### src/core/acms_pkg.sv
// Shared constants and types of the conversion-mode sequencer and its host.
// Assumes a 25 MHz aclk on both ends and a 16-bit serial frame.
`default_nettype none

package acms_pkg;

   // ==========================================================
   // Timing
   localparam int          CLK_MHZ     = 25;
   localparam int          GAP_NS      = 2000;   // Least select-end to strobe gap
   localparam int          GAP_CYC     = (GAP_NS * CLK_MHZ + 999) / 1000;
   localparam int          CONV_NS     = 3500;   // Conversion time
   localparam int          CONV_CYC    = (CONV_NS * CLK_MHZ + 999) / 1000;
   localparam int          SCLK_HALF   = 4;      // aclk cycles per half sclk period
   localparam int          CS_GAP      = 8;      // aclk cycles chip select stays high

   // ==========================================================
   // Frame and result store
   localparam int          RES_W       = 12;
   localparam int          FIFO_DEPTH  = 8;
   localparam logic [3:0]  CMD_CONFIG  = 4'hA;
   localparam logic [3:0]  CMD_RD_FIFO = 4'hE;

   // ==========================================================
   // Configuration register fields
   localparam int          THR_LSB     = 0;      // 00:8 01:6 10:4 11:2 entries
   localparam int          SEQ_LSB     = 2;      // Sweep length 2,4,6,8
   localparam int          MODE_LSB    = 5;
   localparam int          EXT_BIT     = 9;      // Strobe-controlled sampling
   localparam logic [11:0] CFG_RESET   = 12'h000;
   localparam logic [1:0]  MODE_ONESHOT = 2'h0;
   localparam logic [1:0]  MODE_REPEAT  = 2'h1;
   localparam logic [1:0]  MODE_SWEEP   = 2'h2;
   localparam logic [1:0]  MODE_RSWEEP  = 2'h3;

   // ==========================================================
   // Host register map (AXI4-Lite byte offsets)
   localparam logic [3:0]  A_CMD       = 4'h0;
   localparam logic [3:0]  A_STAT      = 4'h4;
   localparam logic [3:0]  A_RDATA     = 4'h8;
   localparam logic [3:0]  A_STRB      = 4'hC;
   localparam logic [1:0]  RESP_OKAY   = 2'h0;
   localparam logic [1:0]  RESP_SLVERR = 2'h2;

   // ==========================================================
   // State encodings
   typedef enum logic [2:0] {S_IDLE = 3'b001, S_SAMP = 3'b010, S_CONV = 3'b100} acms_dst_t;
   typedef enum logic [2:0] {H_IDLE = 3'b001, H_SHIFT = 3'b010, H_TAIL = 3'b100} acms_hst_t;

   // Fill level at which the threshold flag rises
   function automatic logic [3:0] acms_thr(input logic [11:0] cfg);
      return 4'(8 - 2 * int'(cfg[THR_LSB +: 2]));
   endfunction

   // Number of channels visited by one sweep
   function automatic logic [3:0] acms_len(input logic [11:0] cfg);
      return 4'(2 + 2 * int'(cfg[SEQ_LSB +: 2]));
   endfunction

endpackage

`default_nettype wire

### src/core/acms_link_if.sv
// Serial link between the converter sequencer and its host controller.
// Plain wires; each end samples what it receives through its own synchroniser.
`default_nettype none

interface acms_link_if;
   logic cs_n;                          // Chip select, low during a frame
   logic sclk;                          // Serial clock, made by the host
   logic sdi;                           // Host to device data
   logic sdo;                           // Device to host data
   logic conversion_start_strobe_n;     // Sampling/conversion strobe
   logic int_n;                         // Device interrupt, active low

   modport dev  (input cs_n, sclk, sdi, conversion_start_strobe_n, output sdo, int_n);
   modport host (output cs_n, sclk, sdi, conversion_start_strobe_n, input sdo, int_n);
endinterface

`default_nettype wire

### src/core/acms_device.sv
// Conversion-mode sequencer of the serial multichannel converter.
// Assumes the host keeps sdi steady around each sclk rise and sclk slow
// enough for a two-flop synchroniser (at least 8 aclk per period).
// Functional notes
// RQ1 - Repeat mode needs configuration then channel select
// RQ2 - Unread results lost on new select sequence
// RQ3 - Configuration held; reselect restarts repeat mode
// RQ4 - Host may strobe right after select command
// RQ5 - Strobed select samples only after chip select
// RQ6 - Gap of 2 us gives extra conversion
// RQ7 - Later samples started only by strobe
// RQ8 - Sweep converts listed channels in order
// RQ9 - Threshold cuts sweep short
// RQ10 - Interrupt when fill reaches threshold
// RQ11 - Sweep waits for read-out of results
// RQ12 - Repeat sweep continues past threshold
// RQ13 - Read after interrupt keeps results in order
// RQ14 - Other cycle or strobe clears store first
// RQ15 - Mode field: one-shot, repeat, sweep, repeat-sweep
// RQ16 - One-shot strobed: one interrupt per conversion
// RQ17 - Host selects next channel while reading result
// RQ18 - Repeat: interrupt served without read clears
// RQ19 - Strobe rise ends sampling, starts conversion
// RQ20 - Eight-entry store, threshold checked per result
//
// The implementer's own choices: the placing of the registers and the AXI4-Lite register port.
`default_nettype none

module acms_device
(
   input  wire logic                         aclk,         // System clock
   input  wire logic                         aresetn,      // Synchronous reset, low
   acms_link_if.dev                          link,         // Serial link to host
   input  wire logic [acms_pkg::RES_W-1:0]   analog_code,  // Converted value of channel_sel
   output logic      [2:0]                   channel_sel,  // Multiplexer channel
   output logic      [3:0]                   fifo_level    // Stored result count
);
   import acms_pkg::*;

   // ==========================================================
   // State
   typedef struct packed {
      logic [2:0]                   sclk_s;   // [0] first flop, [2] edge history
      logic [2:0]                   cs_s;
      logic [2:0]                   stb_s;
      logic [1:0]                   sdi_s;
      logic [15:0]                  sh_in;
      logic [15:0]                  sh_out;
      logic [4:0]                   bits;
      logic                         sdo;
      logic                         int_n;
      logic [11:0]                  cfg;
      logic [2:0]                   chan;
      logic                         armed;
      logic                         sel_stb;
      logic                         thr_hit;
      logic                         clr_pend;
      logic                         hold;
      logic [6:0]                   gap;
      acms_dst_t                    st;
      logic [7:0]                   conv;
      logic [RES_W-1:0]             result;
      logic [FIFO_DEPTH-1:0][RES_W-1:0] mem;
      logic [2:0]                   wr;
      logic [2:0]                   rd;
      logic [3:0]                   cnt;
   } acms_dev_s_t;

   localparam acms_dev_s_t DEV_RST = '{cs_s: 3'h7, stb_s: 3'h7, int_n: 1'b1,
                                       cfg: CFG_RESET, st: S_IDLE, default: '0};

   acms_dev_s_t q;
   acms_dev_s_t d;
   logic [1:0]  mode;
   logic        ext;
   logic        sweeping;
   logic        sclk_rise;
   logic        cs_fall;
   logic        cs_rise;
   logic        cs_hi;
   logic        stb_fall;
   logic        stb_rise;
   logic [3:0]  cmd;

   // Empty the result store; contents are simply forgotten
   function automatic acms_dev_s_t fifo_flush(input acms_dev_s_t s);
      acms_dev_s_t r;
      r          = s;
      r.wr       = '0;
      r.rd       = '0;
      r.cnt      = '0;
      r.thr_hit  = 1'b0;
      r.clr_pend = 1'b0;
      return r;
   endfunction

   // ==========================================================
   // Next state
   always_comb
   begin
      d          = q;
      // Pins pass two flops; edges come from the second and third
      d.sclk_s   = {q.sclk_s[1:0], link.sclk};
      d.cs_s     = {q.cs_s[1:0], link.cs_n};
      d.stb_s    = {q.stb_s[1:0], link.conversion_start_strobe_n};
      d.sdi_s    = {q.sdi_s[0], link.sdi};
      mode       = q.cfg[MODE_LSB +: 2];                                   // RQ15
      ext        = q.cfg[EXT_BIT];
      sweeping   = (mode == MODE_SWEEP) || (mode == MODE_RSWEEP);
      sclk_rise  = q.sclk_s[1] & ~q.sclk_s[2];
      cs_fall    = ~q.cs_s[1] & q.cs_s[2];
      cs_rise    = q.cs_s[1] & ~q.cs_s[2];
      cs_hi      = q.cs_s[1];
      stb_fall   = ~q.stb_s[1] & q.stb_s[2];
      stb_rise   = q.stb_s[1] & ~q.stb_s[2];
      cmd        = q.sh_in[15:12];

      // Time since the last frame end, saturating
      if (q.gap != 7'(GAP_CYC))
      begin
         d.gap = q.gap + 7'h01;
      end

      // Frame start: load the word to send and retire the interrupt
      if (cs_fall)
      begin
         d.bits    = '0;
         d.sel_stb = 1'b0;
         d.int_n   = 1'b1;
         d.sh_out  = {4'h0, (mode == MODE_ONESHOT) ? q.result : q.mem[q.rd]};
         d.sdo     = 1'b0;                 // Leading nibble is always zero
      end
      else if (!cs_hi && sclk_rise)
      begin
         d.sh_in  = {q.sh_in[14:0], q.sdi_s[1]};
         d.sh_out = {q.sh_out[14:0], 1'b0};
         d.sdo    = q.sh_out[14];
         if (q.bits != 5'h10)
         begin
            d.bits = q.bits + 5'h01;
         end
      end

      // A strobe low once the command nibble is in is remembered
      if (!cs_hi && (q.bits >= 5'h04) && !q.stb_s[1])
      begin
         d.sel_stb = 1'b1;                                                 // RQ4
      end

      // Frame end: act on the command of a complete frame
      if (cs_rise && (q.bits == 5'h10))
      begin
         d.gap = '0;
         if (cmd == CMD_CONFIG)
         begin
            d       = fifo_flush(d);
            d.cfg   = q.sh_in[11:0];       // Kept until the next config RQ3
            d.armed = 1'b0;
            d.hold  = 1'b0;
            d.chan  = '0;
            d.st    = S_IDLE;
         end
         else if (cmd == CMD_RD_FIFO)
         begin
            // Reads drain in storage order; an empty store frees the sweep
            if (q.cnt != 4'h0)
            begin
               d.rd  = q.rd + 3'h1;                                        // RQ13
               d.cnt = q.cnt - 4'h1;
            end
            if (q.cnt <= 4'h1)
            begin
               d.thr_hit = 1'b0;
               d.hold    = 1'b0;                                           // RQ11
            end
         end
         else if (!cmd[3])
         begin
            // Channel select arms the sequence after configuration
            d.armed = 1'b1;                                                // RQ1 RQ3
            d.chan  = sweeping ? 3'h0 : cmd[2:0];
            if (ext)
            begin
               if (q.sel_stb && (q.st == S_IDLE) && !q.hold)
               begin
                  d.st = S_SAMP;                                           // RQ5
               end
            end
            else if ((q.st == S_IDLE) && !q.hold)
            begin
               d.st   = S_CONV;
               d.conv = '0;
            end
         end
         // After the threshold any cycle other than a read forfeits the data in repeat and repeat-sweep modes
         if (q.thr_hit && (cmd != CMD_RD_FIFO))
         begin
            if (mode == MODE_REPEAT)
            begin
               d = fifo_flush(d);                                          // RQ2 RQ18
            end
            else if (mode == MODE_RSWEEP)
            begin
               d.clr_pend = 1'b1;                                          // RQ14
            end
         end
      end

      // Strobe fall with chip select high opens sampling
      if (cs_hi && stb_fall && ext && q.armed && !q.hold && (q.st == S_IDLE))
      begin
         d.st = S_SAMP;                                                    // RQ7
         if ((mode == MODE_RSWEEP) && q.thr_hit)
         begin
            d.clr_pend = 1'b1;                                             // RQ14
         end
      end

      // Strobe rise ends sampling; too soon after the select it is dropped
      if ((q.st == S_SAMP) && cs_hi && stb_rise)
      begin
         if (q.gap == 7'(GAP_CYC))
         begin
            d.st   = S_CONV;                                               // RQ19 RQ6
            d.conv = '0;
         end
         else
         begin
            d.st = S_IDLE;
         end
      end

      // Conversion and storage of its result
      if (q.st == S_CONV)
      begin
         if (q.conv != 8'(CONV_CYC - 1))
         begin
            d.conv = q.conv + 8'h01;
         end
         else if (mode == MODE_ONESHOT)
         begin
            d.st     = S_IDLE;
            d.result = analog_code;
            d.int_n  = 1'b0;                                               // RQ16
            d.armed  = ext;                                                // RQ17
         end
         else
         begin
            d.st = S_IDLE;
            if (d.clr_pend)
            begin
               d = fifo_flush(d);                                          // RQ14
            end
            // A full store drops the new result rather than overwrite
            if (d.cnt != 4'(FIFO_DEPTH))
            begin
               d.mem[d.wr] = analog_code;
               d.wr        = d.wr + 3'h1;
               d.cnt       = d.cnt + 4'h1;
            end
            if (!d.thr_hit && (d.cnt >= acms_thr(q.cfg)))
            begin
               d.thr_hit = 1'b1;                                           // RQ20
               d.int_n   = 1'b0;                                           // RQ10
            end
            if (sweeping)
            begin
               if ((mode == MODE_SWEEP) && d.thr_hit)
               begin
                  d.hold = 1'b1;                                           // RQ9 RQ11
                  d.chan = '0;
               end
               else if ({1'b0, q.chan} + 4'h1 >= acms_len(q.cfg))
               begin
                  d.chan = '0;
                  d.hold = (mode == MODE_SWEEP);                           // RQ11
               end
               else
               begin
                  d.chan = q.chan + 3'h1;                                  // RQ8 RQ12
                  d.st   = S_CONV;
                  d.conv = '0;
               end
            end
         end
      end
   end

   // ==========================================================
   // Registers
   always_ff @(posedge aclk)
   begin
      if (!aresetn)
      begin
         q <= DEV_RST;
      end
      else
      begin
         q <= d;
      end
   end

   // Outputs straight from state flops
   assign link.sdo   = q.sdo;
   assign link.int_n = q.int_n;
   assign channel_sel = q.chan;
   assign fifo_level  = q.cnt;

endmodule

`default_nettype wire

### src/flat_wrapper.sv
// flat-port wrapper written by rule: the top's interface ports become plain ports
module acms_device_flat import acms_pkg::*;
  (aclk, aresetn, analog_code, channel_sel, fifo_level, link_cs_n, link_sclk, link_sdi, link_conversion_start_strobe_n, link_sdo, link_int_n);
  acms_link_if link_i ();
  input  wire logic aclk;
  input  wire logic aresetn;
  input  wire logic [acms_pkg::RES_W-1:0] analog_code;
  output logic      [2:0] channel_sel;
  output logic      [3:0] fifo_level;
  input wire logic [$bits(link_i.cs_n)-1:0] link_cs_n;
  input wire logic [$bits(link_i.sclk)-1:0] link_sclk;
  input wire logic [$bits(link_i.sdi)-1:0] link_sdi;
  input wire logic [$bits(link_i.conversion_start_strobe_n)-1:0] link_conversion_start_strobe_n;
  output wire logic [$bits(link_i.sdo)-1:0] link_sdo;
  output wire logic [$bits(link_i.int_n)-1:0] link_int_n;
  assign link_i.cs_n = link_cs_n;
  assign link_i.sclk = link_sclk;
  assign link_i.sdi = link_sdi;
  assign link_i.conversion_start_strobe_n = link_conversion_start_strobe_n;
  assign link_sdo = link_i.sdo;
  assign link_int_n = link_i.int_n;
  acms_device u_core (.aclk(aclk), .aresetn(aresetn), .link(link_i), .analog_code(analog_code), .channel_sel(channel_sel), .fifo_level(fifo_level));
endmodule
### config.mk
export PLATFORM = sky130hd
export DESIGN_NAME = acms_device_flat
export DESIGN_NICKNAME = d
export VERILOG_FILES = /design/src/core/acms_pkg.sv /design/src/core/acms_link_if.sv /design/src/core/acms_device.sv /design/src/flat_wrapper.sv
export SDC_FILE = /design/constraint.sdc
export NUM_CORES = 1
export LEC_CHECK = 0
export ABC_AREA = 0
export BUFFER_PORTS_ARGS = -buffer_cell sky130_fd_sc_hd__buf_2
export CORE_UTILIZATION = 58
export CTS_BUF_LIST = sky130_fd_sc_hd__clkbuf_4 sky130_fd_sc_hd__clkbuf_8
export CTS_CLUSTER_DIAMETER = 50
export DETAILED_ROUTE_END_ITERATION = 7
export PLACE_DENSITY = 0.78
export SETUP_SLACK_MARGIN = 0.5
export SLEW_MARGIN = 15
export SYNTH_ARGS = -nofsm -noshare
export SYNTH_HDL_FRONTEND = slang
export SYNTH_SLANG_ARGS = --single-unit
export TNS_END_PERCENT = 100
### constraint.sdc
create_clock -name aclk -period 3.2 [get_ports aclk]
set_input_delay 0.32 -clock aclk [delete_from_list [all_inputs] [get_ports aclk]]
set_output_delay 0.32 -clock aclk [all_outputs]
set_load 0.005 [all_outputs]
# Word-level counts from Yosys, hierarchy flattened
# Cells that the tools add are included.
totals:
  reg_bits: 206
  in_bits: 18
  output_inout_bits: 9
  word_cells: 190
classes:
  n_addsub: 11
  n_lt_le_gt_ge: 7
  n_eq_ne: 15
  n_mux: 90
  bitwise_logic: 10
  n_reduce_logical: 26
ops:
  columns: ["op", "count"]
  rows:
  - ["206-bit 2-to-1 mux", 4]
  - ["139-bit 2-to-1 mux", 2]
  - ["156-bit 2-to-1 mux", 1]
  - ["11-bit 2-to-1 mux", 14]
  - ["118-bit 2-to-1 mux", 1]
  - ["106-bit 2-to-1 mux", 1]
  - ["99-bit 2-to-1 mux", 1]
  - ["96-bit bitwise mux", 1]
  - ["80-bit 2-to-1 mux", 1]
  - ["12-bit 2-to-1 mux", 5]
  - ["49-bit 2-to-1 mux", 1]
  - ["38-bit 2-to-1 mux", 1]
  - ["12-bit binary-select mux with 3-bit select", 1]
  - ["12-bit demux with 3-bit select", 1]
  - ["8-bit 2-to-1 mux", 4]
  - ["3-bit 2-to-1 mux", 10]
  - ["4-bit 2-to-1 mux", 7]
  - ["7-bit 2-to-1 mux", 4]
  - ["1-bit 2-to-1 mux", 25]
  - ["22-bit 2-to-1 mux", 1]
  - ["1-bit logical AND", 19]
  - ["16-bit 2-to-1 mux", 1]
  - ["15-bit 2-to-1 mux", 1]
  - ["10-bit 2-to-1 mux", 1]
  - ["33 further kinds", 51]

# Logic depth before layout (Yosys ltp)
# Gate-level depths: netlist of run 1.
logic_depth:
  ltp_word: 37
  depth_mapped: 20
  depth_no_buf: 19

# Worst setup path before layout of run 1
# Ideal clock, no wire load.
synth_timing:
  kind: "register to register"
  from: "register u_core.q[158] (netlist name)"
  to: "register u_core.q (netlist bit u_core.channel_sel[0])"
  setup_time_ns: 0.067
  arrival_time_ns: 3.420
  t_required_ns: 3.133
  slack_ns: -0.287
  stages_incl_launch_ff: 18
  n_path_buf: 1
  period_less_slack_ns: 3.487
  path_cell_list: "dfxtp_1 > inv_1 > ha_1 > and4bb_1 > buf_4 > and4b_1 > a211oi_2 > or3_1 > ha_1 > nand2_1 > a21oi_1 > nor2_1 > ha_1 > a311o_1 > mux2_2 > a211o_1 > a211o_1 > a21oi_2"
synth_between:
  elab_chain_len: 26
  elab_cells_between_ends: 28
  cone_classes: "add/sub (1); order compare (1); eq/ne (2); mux (20); reduce/logical (4)"
synth_rtl:
  columns: ["item", "line", "text"]
  rows:
  - ["from (decl)", "acms_device.sv:72", "acms_dev_s_t q;"]
  - ["from (signal assigned)", "acms_device.sv:295", "q <= DEV_RST;"]
  - ["from (signal assigned)", "acms_device.sv:299", "q <= d;"]
  - ["5-bit == test (*)", "acms_device.sv:151", "if (cs_rise && (q.bits == 5'h10))"]
  - ["1-bit logical AND (*)", "acms_device.sv:151", null]
  - ["156-bit 2-to-1 mux (*)", "acms_device.sv:151", null]
  - ["1-bit 2-to-1 mux", "acms_device.sv:213", "if ((mode == MODE_RSWEEP) && q.thr_hit)"]
  - ["1-bit 2-to-1 mux", "acms_device.sv:210", "if (cs_hi && stb_fall && ext && q.armed && !q.hold && (q.st == S_IDLE))"]
  - ["139-bit 2-to-1 mux", "acms_device.sv:250", "if (d.clr_pend)"]
  - ["206-bit 2-to-1 mux", "acms_device.sv:240", "else if (mode == MODE_ONESHOT)"]
  - ["206-bit 2-to-1 mux", "acms_device.sv:236", "if (q.conv != 8'(CONV_CYC - 1))"]
  - ["[10 not listed]", null, null]
  - ["1-bit 2-to-1 mux", "acms_device.sv:236", null]
  - ["1-bit 2-to-1 mux", "acms_device.sv:234", "if (q.st == S_CONV)"]
  - ["1-bit logical AND", "acms_device.sv:268", "if ((mode == MODE_SWEEP) && d.thr_hit)"]
  - ["3-bit 2-to-1 mux", "acms_device.sv:268", null]
  - ["3-bit 2-to-1 mux", "acms_device.sv:266", "if (sweeping)"]
  - ["15-bit 2-to-1 mux", "acms_device.sv:240", null]
  - ["80-bit 2-to-1 mux", "acms_device.sv:236", null]
  - ["206-bit 2-to-1 mux (*)", "acms_device.sv:234", null]
# Every way passes the cells marked *; elsewhere a longest branch is shown, timed or not. The select of a mux whose other input is x is not followed.
# A chain may end at the register's enable or synchronous reset.

# Final worst setup path of run 1
# Ends and elaborated chain as after synthesis.

==> results.cfg, run 1 <==
[worst_setup_path]
end_kind = register
cp.required_ns = 3.61
crit_top_cell = buf_4
r2r_setup_slack_ns = -0.40
worstPathArrival_ns = 4.00
worstSetupPathType = register to register
path_cells = inv_2 -> ha_4 -> and4bb_4 -> buf_6 -> buf_4 -> buf_4 -> nand4_1 -> mux2i_1 -> buf_4 -> nor2_1 -> a21oi_1 -> nor2_1 -> ha_2 -> a311o_1 -> mux2_4 -> a211o_4 -> a211o_1 -> a21oi_2
critPathMaxStageDelay_ns = 0.37
critPathSlowestCell = a211o_4
worstRegToRegCells = 18
start_kind = register
r2r_start = u_core.q[158]$_SDFFE_PP0P_
rr_endpoint = u_core.channel_sel[0]$_SDFF_PN0_
critical_path_buf_inv_count = 5
crit_fanout = 7
crit_family = compound AO/OA/AOI/OAI gates

[synthesis]
syn_avg_cell_area_um2 = 9.13
synth_edf_count = 0
synth_area_leaders = dfxtp_1 43%, mux2i_1 13%, nor2_1 6.6%
yosys_warnings = 0
synth_top_cells_by_count = 200 x dfxtp_1, 164 x nor2_1, 117 x mux2i_1
syn-cell-area_um2 = 9290
synth_top_area_share_pct = 43.1
synthFlopType = dfxtp_1
synthArstFlopShare_pct = 0
ys_seq_area_share_pct = 43.1
yosysUniqueCellTypes = 66
synth_most_common_cell = dfxtp_1
syn-instance-count = 1017
yosysTopAreaCell = dfxtp_1
synth_fp_nets = 1055
synth-seq-cells = 200

[timing]
hold_viol_final = 0
relSlewSlack_pct = 33.6
tightest_slew_ns = 0.994
rsz0062_at_grt = true
period_share_pct = 112
setup_viol = 104
setup_ws_ns = -0.396
holdWs_ns = 0.0284
final.setup_skew_ns = 0.0129
fin_setup_tns_ns = -15.50
period_needed_ns = 3.60
slew_violations = 0
max_freq_mhz = 278

[hold_path]
hp-start = link_conversion_start_strobe_n
hold_depth = 2
worstHoldPathType = primary input to register
holdPathEnd = u_core.q[197]$_SDFF_PN1_

[global_route]
globalRouteTotalUtil_pct = 29.4
grt_pass1_wl_um = 37500
grt_antenna_before_repair = 1
grt_pass1_vias = 7335
grt_max_degree = 82
overflow = 0

[die]
start_util_pct = 60.2
die_w_um = 129
ioPinCount = 27
fp.dieH_um = 129
core_um2 = 15400
dieArea_um2 = 16500
rows = 45

[power]
combinationalPowerShare_pct = 2.8
p_switching_w = 0.00101
leakage_nw = 4.53
peakVddDrop_mv = 0.315
p_seq_share_pct = 57.3
pwr-share-clk_pct = 39.9
total_power_w = 0.00438
power.density_nw_per_um2 = 394
p_int_w = 0.00337
p_sw_share_pct = 23.0

[clocking]
cts_tree = done
htreeDepth = 4
clk_latency_ns = 0.47
cts_buffer_depth = 2
cts_sinks = 200
cts_made_buffers = 17
cts-root-buf = clkbuf_8
cts.clk_slew.worst_paths_ns = 0.10

[detailed_routing]
met1_length_um = 10600
route.met3.wl_um = 1470
detail_route.wl_per_cell_um = 17.8
drtPass1Iterations = 5
postRouteAntennaNets = 0
initialDrtViolationCount = 755
drc = 0
drt_wl_total_um = 23300
via_per_inst = 5.86
wl_met2_um = 10900
vias = 7703
dr.max_layer_used = met5

[placement]
numPortBuffers = 26
dpl_cell_area_um2 = 10100
place_hpwl_um = 14300
dp_worst_setup_slack_ns = -0.467
gp_congestion = 0.879

[run_status]
violations = negative setup slack
status = complete, but fails checks

[cells_and_area]
area_delta_synth_final_pct = 19.5
stdcell_area_um2 = 11100
fin_nets = 1129
layout-drive-gt1-share_pct = 24.1
n_antenna_cell = 0

[flow_run]
drv_cap = 0
## sequential cells by signal, indices dropped and copies added, names as in the netlist
register            flops
u_core.ext              1
u_core.mode             2
u_core.link.int_n       1
u_core.fifo_level       4
u_core.cmd              4
u_core.channel_sel      3
u_core.cs_hi            1
u_core.q              184
## timing repair
| item | in CTS | in global routing |
|---|---|---|
| pin swaps | 19 | 11 |
| buffers inserted | 13 | 6 |
| setup endpoints to repair | 113 | 116 |
| hold buffers | 0 | 0 |
| gates resized for setup | 50 | 28 |
| gates cloned | 4 | 0 |
| endpoints found under the hold margin | 0 | 0 |
## through the flow
stage               std cells  util [%]
floorplan                1017         -
global placement         1260      65.5
detailed placement       1260      65.5
CTS                      1309      70.9
global route             1315      71.9
finish                   1315      71.9
## worst max path at each step
stage                                    start                               end  slack, ns  cells past startpoint
CTS                 u_core.q[158]$_SDFFE_PP0P_  u_core.channel_sel[0]$_SDFF_PN0_      -0.29                     19
global route        u_core.q[158]$_SDFFE_PP0P_  u_core.channel_sel[0]$_SDFF_PN0_      -0.49                     19
detailed placement  u_core.q[159]$_SDFFE_PP0P_  u_core.channel_sel[0]$_SDFF_PN0_      -0.47                     18
floorplan           u_core.q[158]$_SDFFE_PP0P_  u_core.channel_sel[0]$_SDFF_PN0_      -0.19                     18
global placement    u_core.q[159]$_SDFFE_PP0P_  u_core.channel_sel[0]$_SDFF_PN0_      -0.40                     17
finish              u_core.q[158]$_SDFFE_PP0P_  u_core.channel_sel[0]$_SDFF_PN0_      -0.40                     18
## final cells by class
| type | count | area [µm²] |
|---|---|---|
| Sequential cell | 200 | 4010 |
| Multi-Input combinational cell | 705 | 5090 |
| Fill cell | 1106 | 4330 |
| Clock buffer | 20 | 269 |
| Clock inverter | 12 | 164 |
| Tap cell | 211 | 264 |
| Inverter | 30 | 115 |
| Timing Repair Buffer | 137 | 1180 |
## power groups by stage
| stage | Clock, W | Combinational (W) | Sequential, W |
|---|---|---|---|
| detailed placement | 0 | 0.000118 | 0.00256 |
| CTS | 0.00176 | 0.000119 | 0.00251 |
| global route | 0.00187 | 0.000132 | 0.00251 |
| global placement | 0 | 0.000118 | 0.00256 |
| finish | 0.00175 | 0.000122 | 0.00251 |
| floorplan | 0 | 0.0000837 | 0.00256 |
## cells in the final DEF, fill, tap and decap left out, types with 5 or more instances in the layout
cell / count
dfxtp_1: 194
nor2_1: 161
nand2_1: 111
mux2i_1: 109
buf_4: 89
a21oi_1: 51
buf_2: 26
mux4_2: 24
inv_1: 22
o21ai_0: 21
clkbuf_8: 19
nand3_1: 17
ha_1: 15
nor3_1: 11
a222oi_1: 11
nand2b_1: 10
buf_6: 9
mux2i_2: 8
xnor2_1: 8
nand4_1: 8
buf_12: 8
inv_2: 7
and3_1: 7
and2_1: 7
xor2_1: 7
a31oi_1: 6
nor2b_1: 5
nor3b_1: 5
dfxtp_2: 5
## metal layers
metal / track usage [%] / vias up
met4: 8.72 / 2
met2: 47.9 / 251
li1: - / 3681
met5: 0 / -
met1: 40.2 / 3736
met3: 4.99 / 33
## kinds of logic after synthesis
group	count (synthesis)	share of synthesized area, %
and+or+nand+nor	388	19.0
DFF	200	43.1
muxes	142	18.6
AOI/OAI and AO/OA	140	9.84
buffers and inverters	112	5.40
adders and majority gates	20	2.69
xor gates and xnor gates	15	1.41
Note: power is estimated with default switching activity, not from simulation.
==> run 2: changes to the inputs <==
- CORE_UTILIZATION: 58 -> 35
- PLACE_DENSITY: 0.78 -> 0.54
==> results.cfg, run 2 (synthesized netlist as in run 1, its figures left out) <==
[flow_run]
drv_cap = 0

[power]
pwr-share-clk_pct = 39.2
leakage_nw = 4.60
p_seq_share_pct = 57.9
combinationalPowerShare_pct = 2.9
peakVddDrop_mv = 0.214
p_sw_share_pct = 27.2
power.density_nw_per_um2 = 385
p_switching_w = 0.00118
p_int_w = 0.00315

[detailed_routing]
via_per_inst = 5.16
postRouteAntennaNets = 0
detail_route.wl_per_cell_um = 16.7
drtPass1Iterations = 8
initialDrtViolationCount = 518
drc = 0
met1_length_um = 11300
wl_met2_um = 11700
vias = 7464
drt_wl_total_um = 24100
dr.max_layer_used = met4
route.met3.wl_um = 684

[worst_setup_path]
worstPathArrival_ns = 3.95
cp.required_ns = 3.64
crit_family = compound AO/OA/AOI/OAI gates
end_kind = register
path_cells = inv_4 -> ha_4 -> nor3b_4 -> buf_4 -> and4b_1 -> a211oi_2 -> or3_4 -> inv_2 -> ha_4 -> nand2_2 -> a21oi_2 -> nor2_2 -> ha_2 -> a311o_1 -> mux2_4 -> a211o_4 -> a211o_1 -> a21oi_2
worstSetupPathType = register to register
critical_path_buf_inv_count = 3
critPathMaxStageDelay_ns = 0.38
start_kind = register
critPathSlowestCell = or3_4
crit_fanout = 7

[cells_and_area]
n_antenna_cell = 0
final_common_cell = dfxtp_1
area_delta_synth_final_pct = 21.2
final_cells = 1447
regMostFlops = u_core.q
utilization_pct = 43.2
stdcell_area_um2 = 11300
largest_reg_flops = 184
final_cell_mix = 194 x dfxtp_1, 162 x nor2_1, 115 x mux2i_1
fill_cells = 2538
fin_nets = 1137
layout-drive-gt1-share_pct = 23.3

[placement]
dpl_cell_area_um2 = 10300
gp_congestion = 0.880
dp_worst_setup_slack_ns = -0.504
dp_cells = 1388
place_hpwl_um = 15200
numPortBuffers = 26

[timing]
setup_viol = 57
hold_viol_final = 0
setup_ws_ns = -0.318
period_needed_ns = 3.52
fin_setup_tns_ns = -3.19
relSlewSlack_pct = 33.8
slew_violations = 0
final.setup_skew_ns = 0.0278
rsz0062_at_grt = true
period_share_pct = 110
tightest_slew_ns = 0.991
max_freq_mhz = 284

[clocking]
cts.clk_slew.worst_paths_ns = 0.12
cts_tree = done
cts-root-buf = clkbuf_8
cts_buffer_depth = 2
clk_latency_ns = 0.50
cts_sinks = 200
htreeDepth = 4
cts_made_buffers = 17

[global_route]
grt_max_degree = 85
grt_antenna_before_repair = 0
globalRouteTotalUtil_pct = 18.3
overflow = 0
grt_pass1_wl_um = 38200
grt_pass1_vias = 7103

[die]
ioPinCount = 27
core_um2 = 26100
start_util_pct = 35.6
rows = 59
die_w_um = 165
fp.dieH_um = 165
dieArea_um2 = 27200

[hold_path]
worstHoldPathType = primary input to register

[run_status]
violations = negative setup slack
status = complete, but fails checks
==> run 2: cell types whose count changed in the layout (fill, tap and decap cells not counted), sizes merged <==
cell / change
bufinv: -3
clkbuf: -4
clkinv: +3
clkinvlp: -3
dlygate4sd3: +2
inv: +6
buf: +7
==> run 2: cell type report <==
| type | count | area [µm²] | share of cell area [%] |
|---|---|---|---|
| clock inverters | 15 | 183 | 1.62 |
| inverters | 30 | 118 | 1.05 |
| well taps | 335 | 419 | 3.72 |
| multi-input cells | 705 | 5000 | 44.4 |
| repair buffers | 145 | 1290 | 11.5 |
| flip-flops and latches | 200 | 4010 | 35.7 |
| clock buffers | 17 | 234 | 2.08 |
==> run 2: worst register-to-register path, delay by kind of cell, from the launching register on <==
family	cells	cell delay [ns]
AO/OA/AOI/OAI	6	1.25
AND/OR/NAND/NOR	5	0.86
adder cells (fa/ha/maj)	3	0.45
flip-flops	1	0.37
multiplexers	1	0.29
buffers and inverters	3	0.26
==> run 2: layer usage <==
metal	GRT usage, %	vias to the layer above
met2	31.0	139
met5	0	-
met3	2.81	29
met1	23.4	3602
li1	-	3694
met4	6.30	0
==> run 2: power by group through the flow <==
stage          Combinational [W]  Sequential [W]  Clock (W)
3_3_place_gp            0.000124         0.00256          0
6_report                0.000124         0.00251    0.00170
2_1_floorplan          0.0000837         0.00256          0
3_5_place_dp            0.000122         0.00256          0
4_1_cts                 0.000125         0.00251    0.00174
5_1_grt                 0.000137         0.00251    0.00183
==> run 2: path summary, 6_finish.rpt <==
path | from | cells past startpoint | slack (ns) | to
setup / recovery | u_core.fifo_level[0]$_SDFF_PN0_ | 18 | -0.32 | u_core.channel_sel[0]$_SDFF_PN0_
hold / removal | link_sclk | 2 | 0.04 | u_core.q[203]$_SDFF_PN0_
setup reg to reg | u_core.fifo_level[0]$_SDFF_PN0_ | 18 | -0.32 | u_core.channel_sel[0]$_SDFF_PN0_
hold reg to reg | u_core.q[197]$_SDFF_PN1_ | 1 | 0.44 | u_core.q[198]$_SDFF_PN1_
==> run 2: through the flow <==
step | hold slack [ns] | total power (W)
finish | 0.0365 | 0.00433
global placement | 0.394 | 0.00269
global route | 0.0260 | 0.00448
detailed placement | 0.404 | 0.00269
floorplan | 0.386 | 0.00264
CTS | 0.00591 | 0.00437
==> run 2: what timing repair did <==
item / CTS / global route
buffers inserted: 17 / 3
pin swaps: 12 / 23
endpoints found under the setup margin: 112 / 113
cloned: 5 / 0
hold endpoints to repair: 2 / 0
hold buffers: 2 / 0
gates resized for setup: 42 / 13
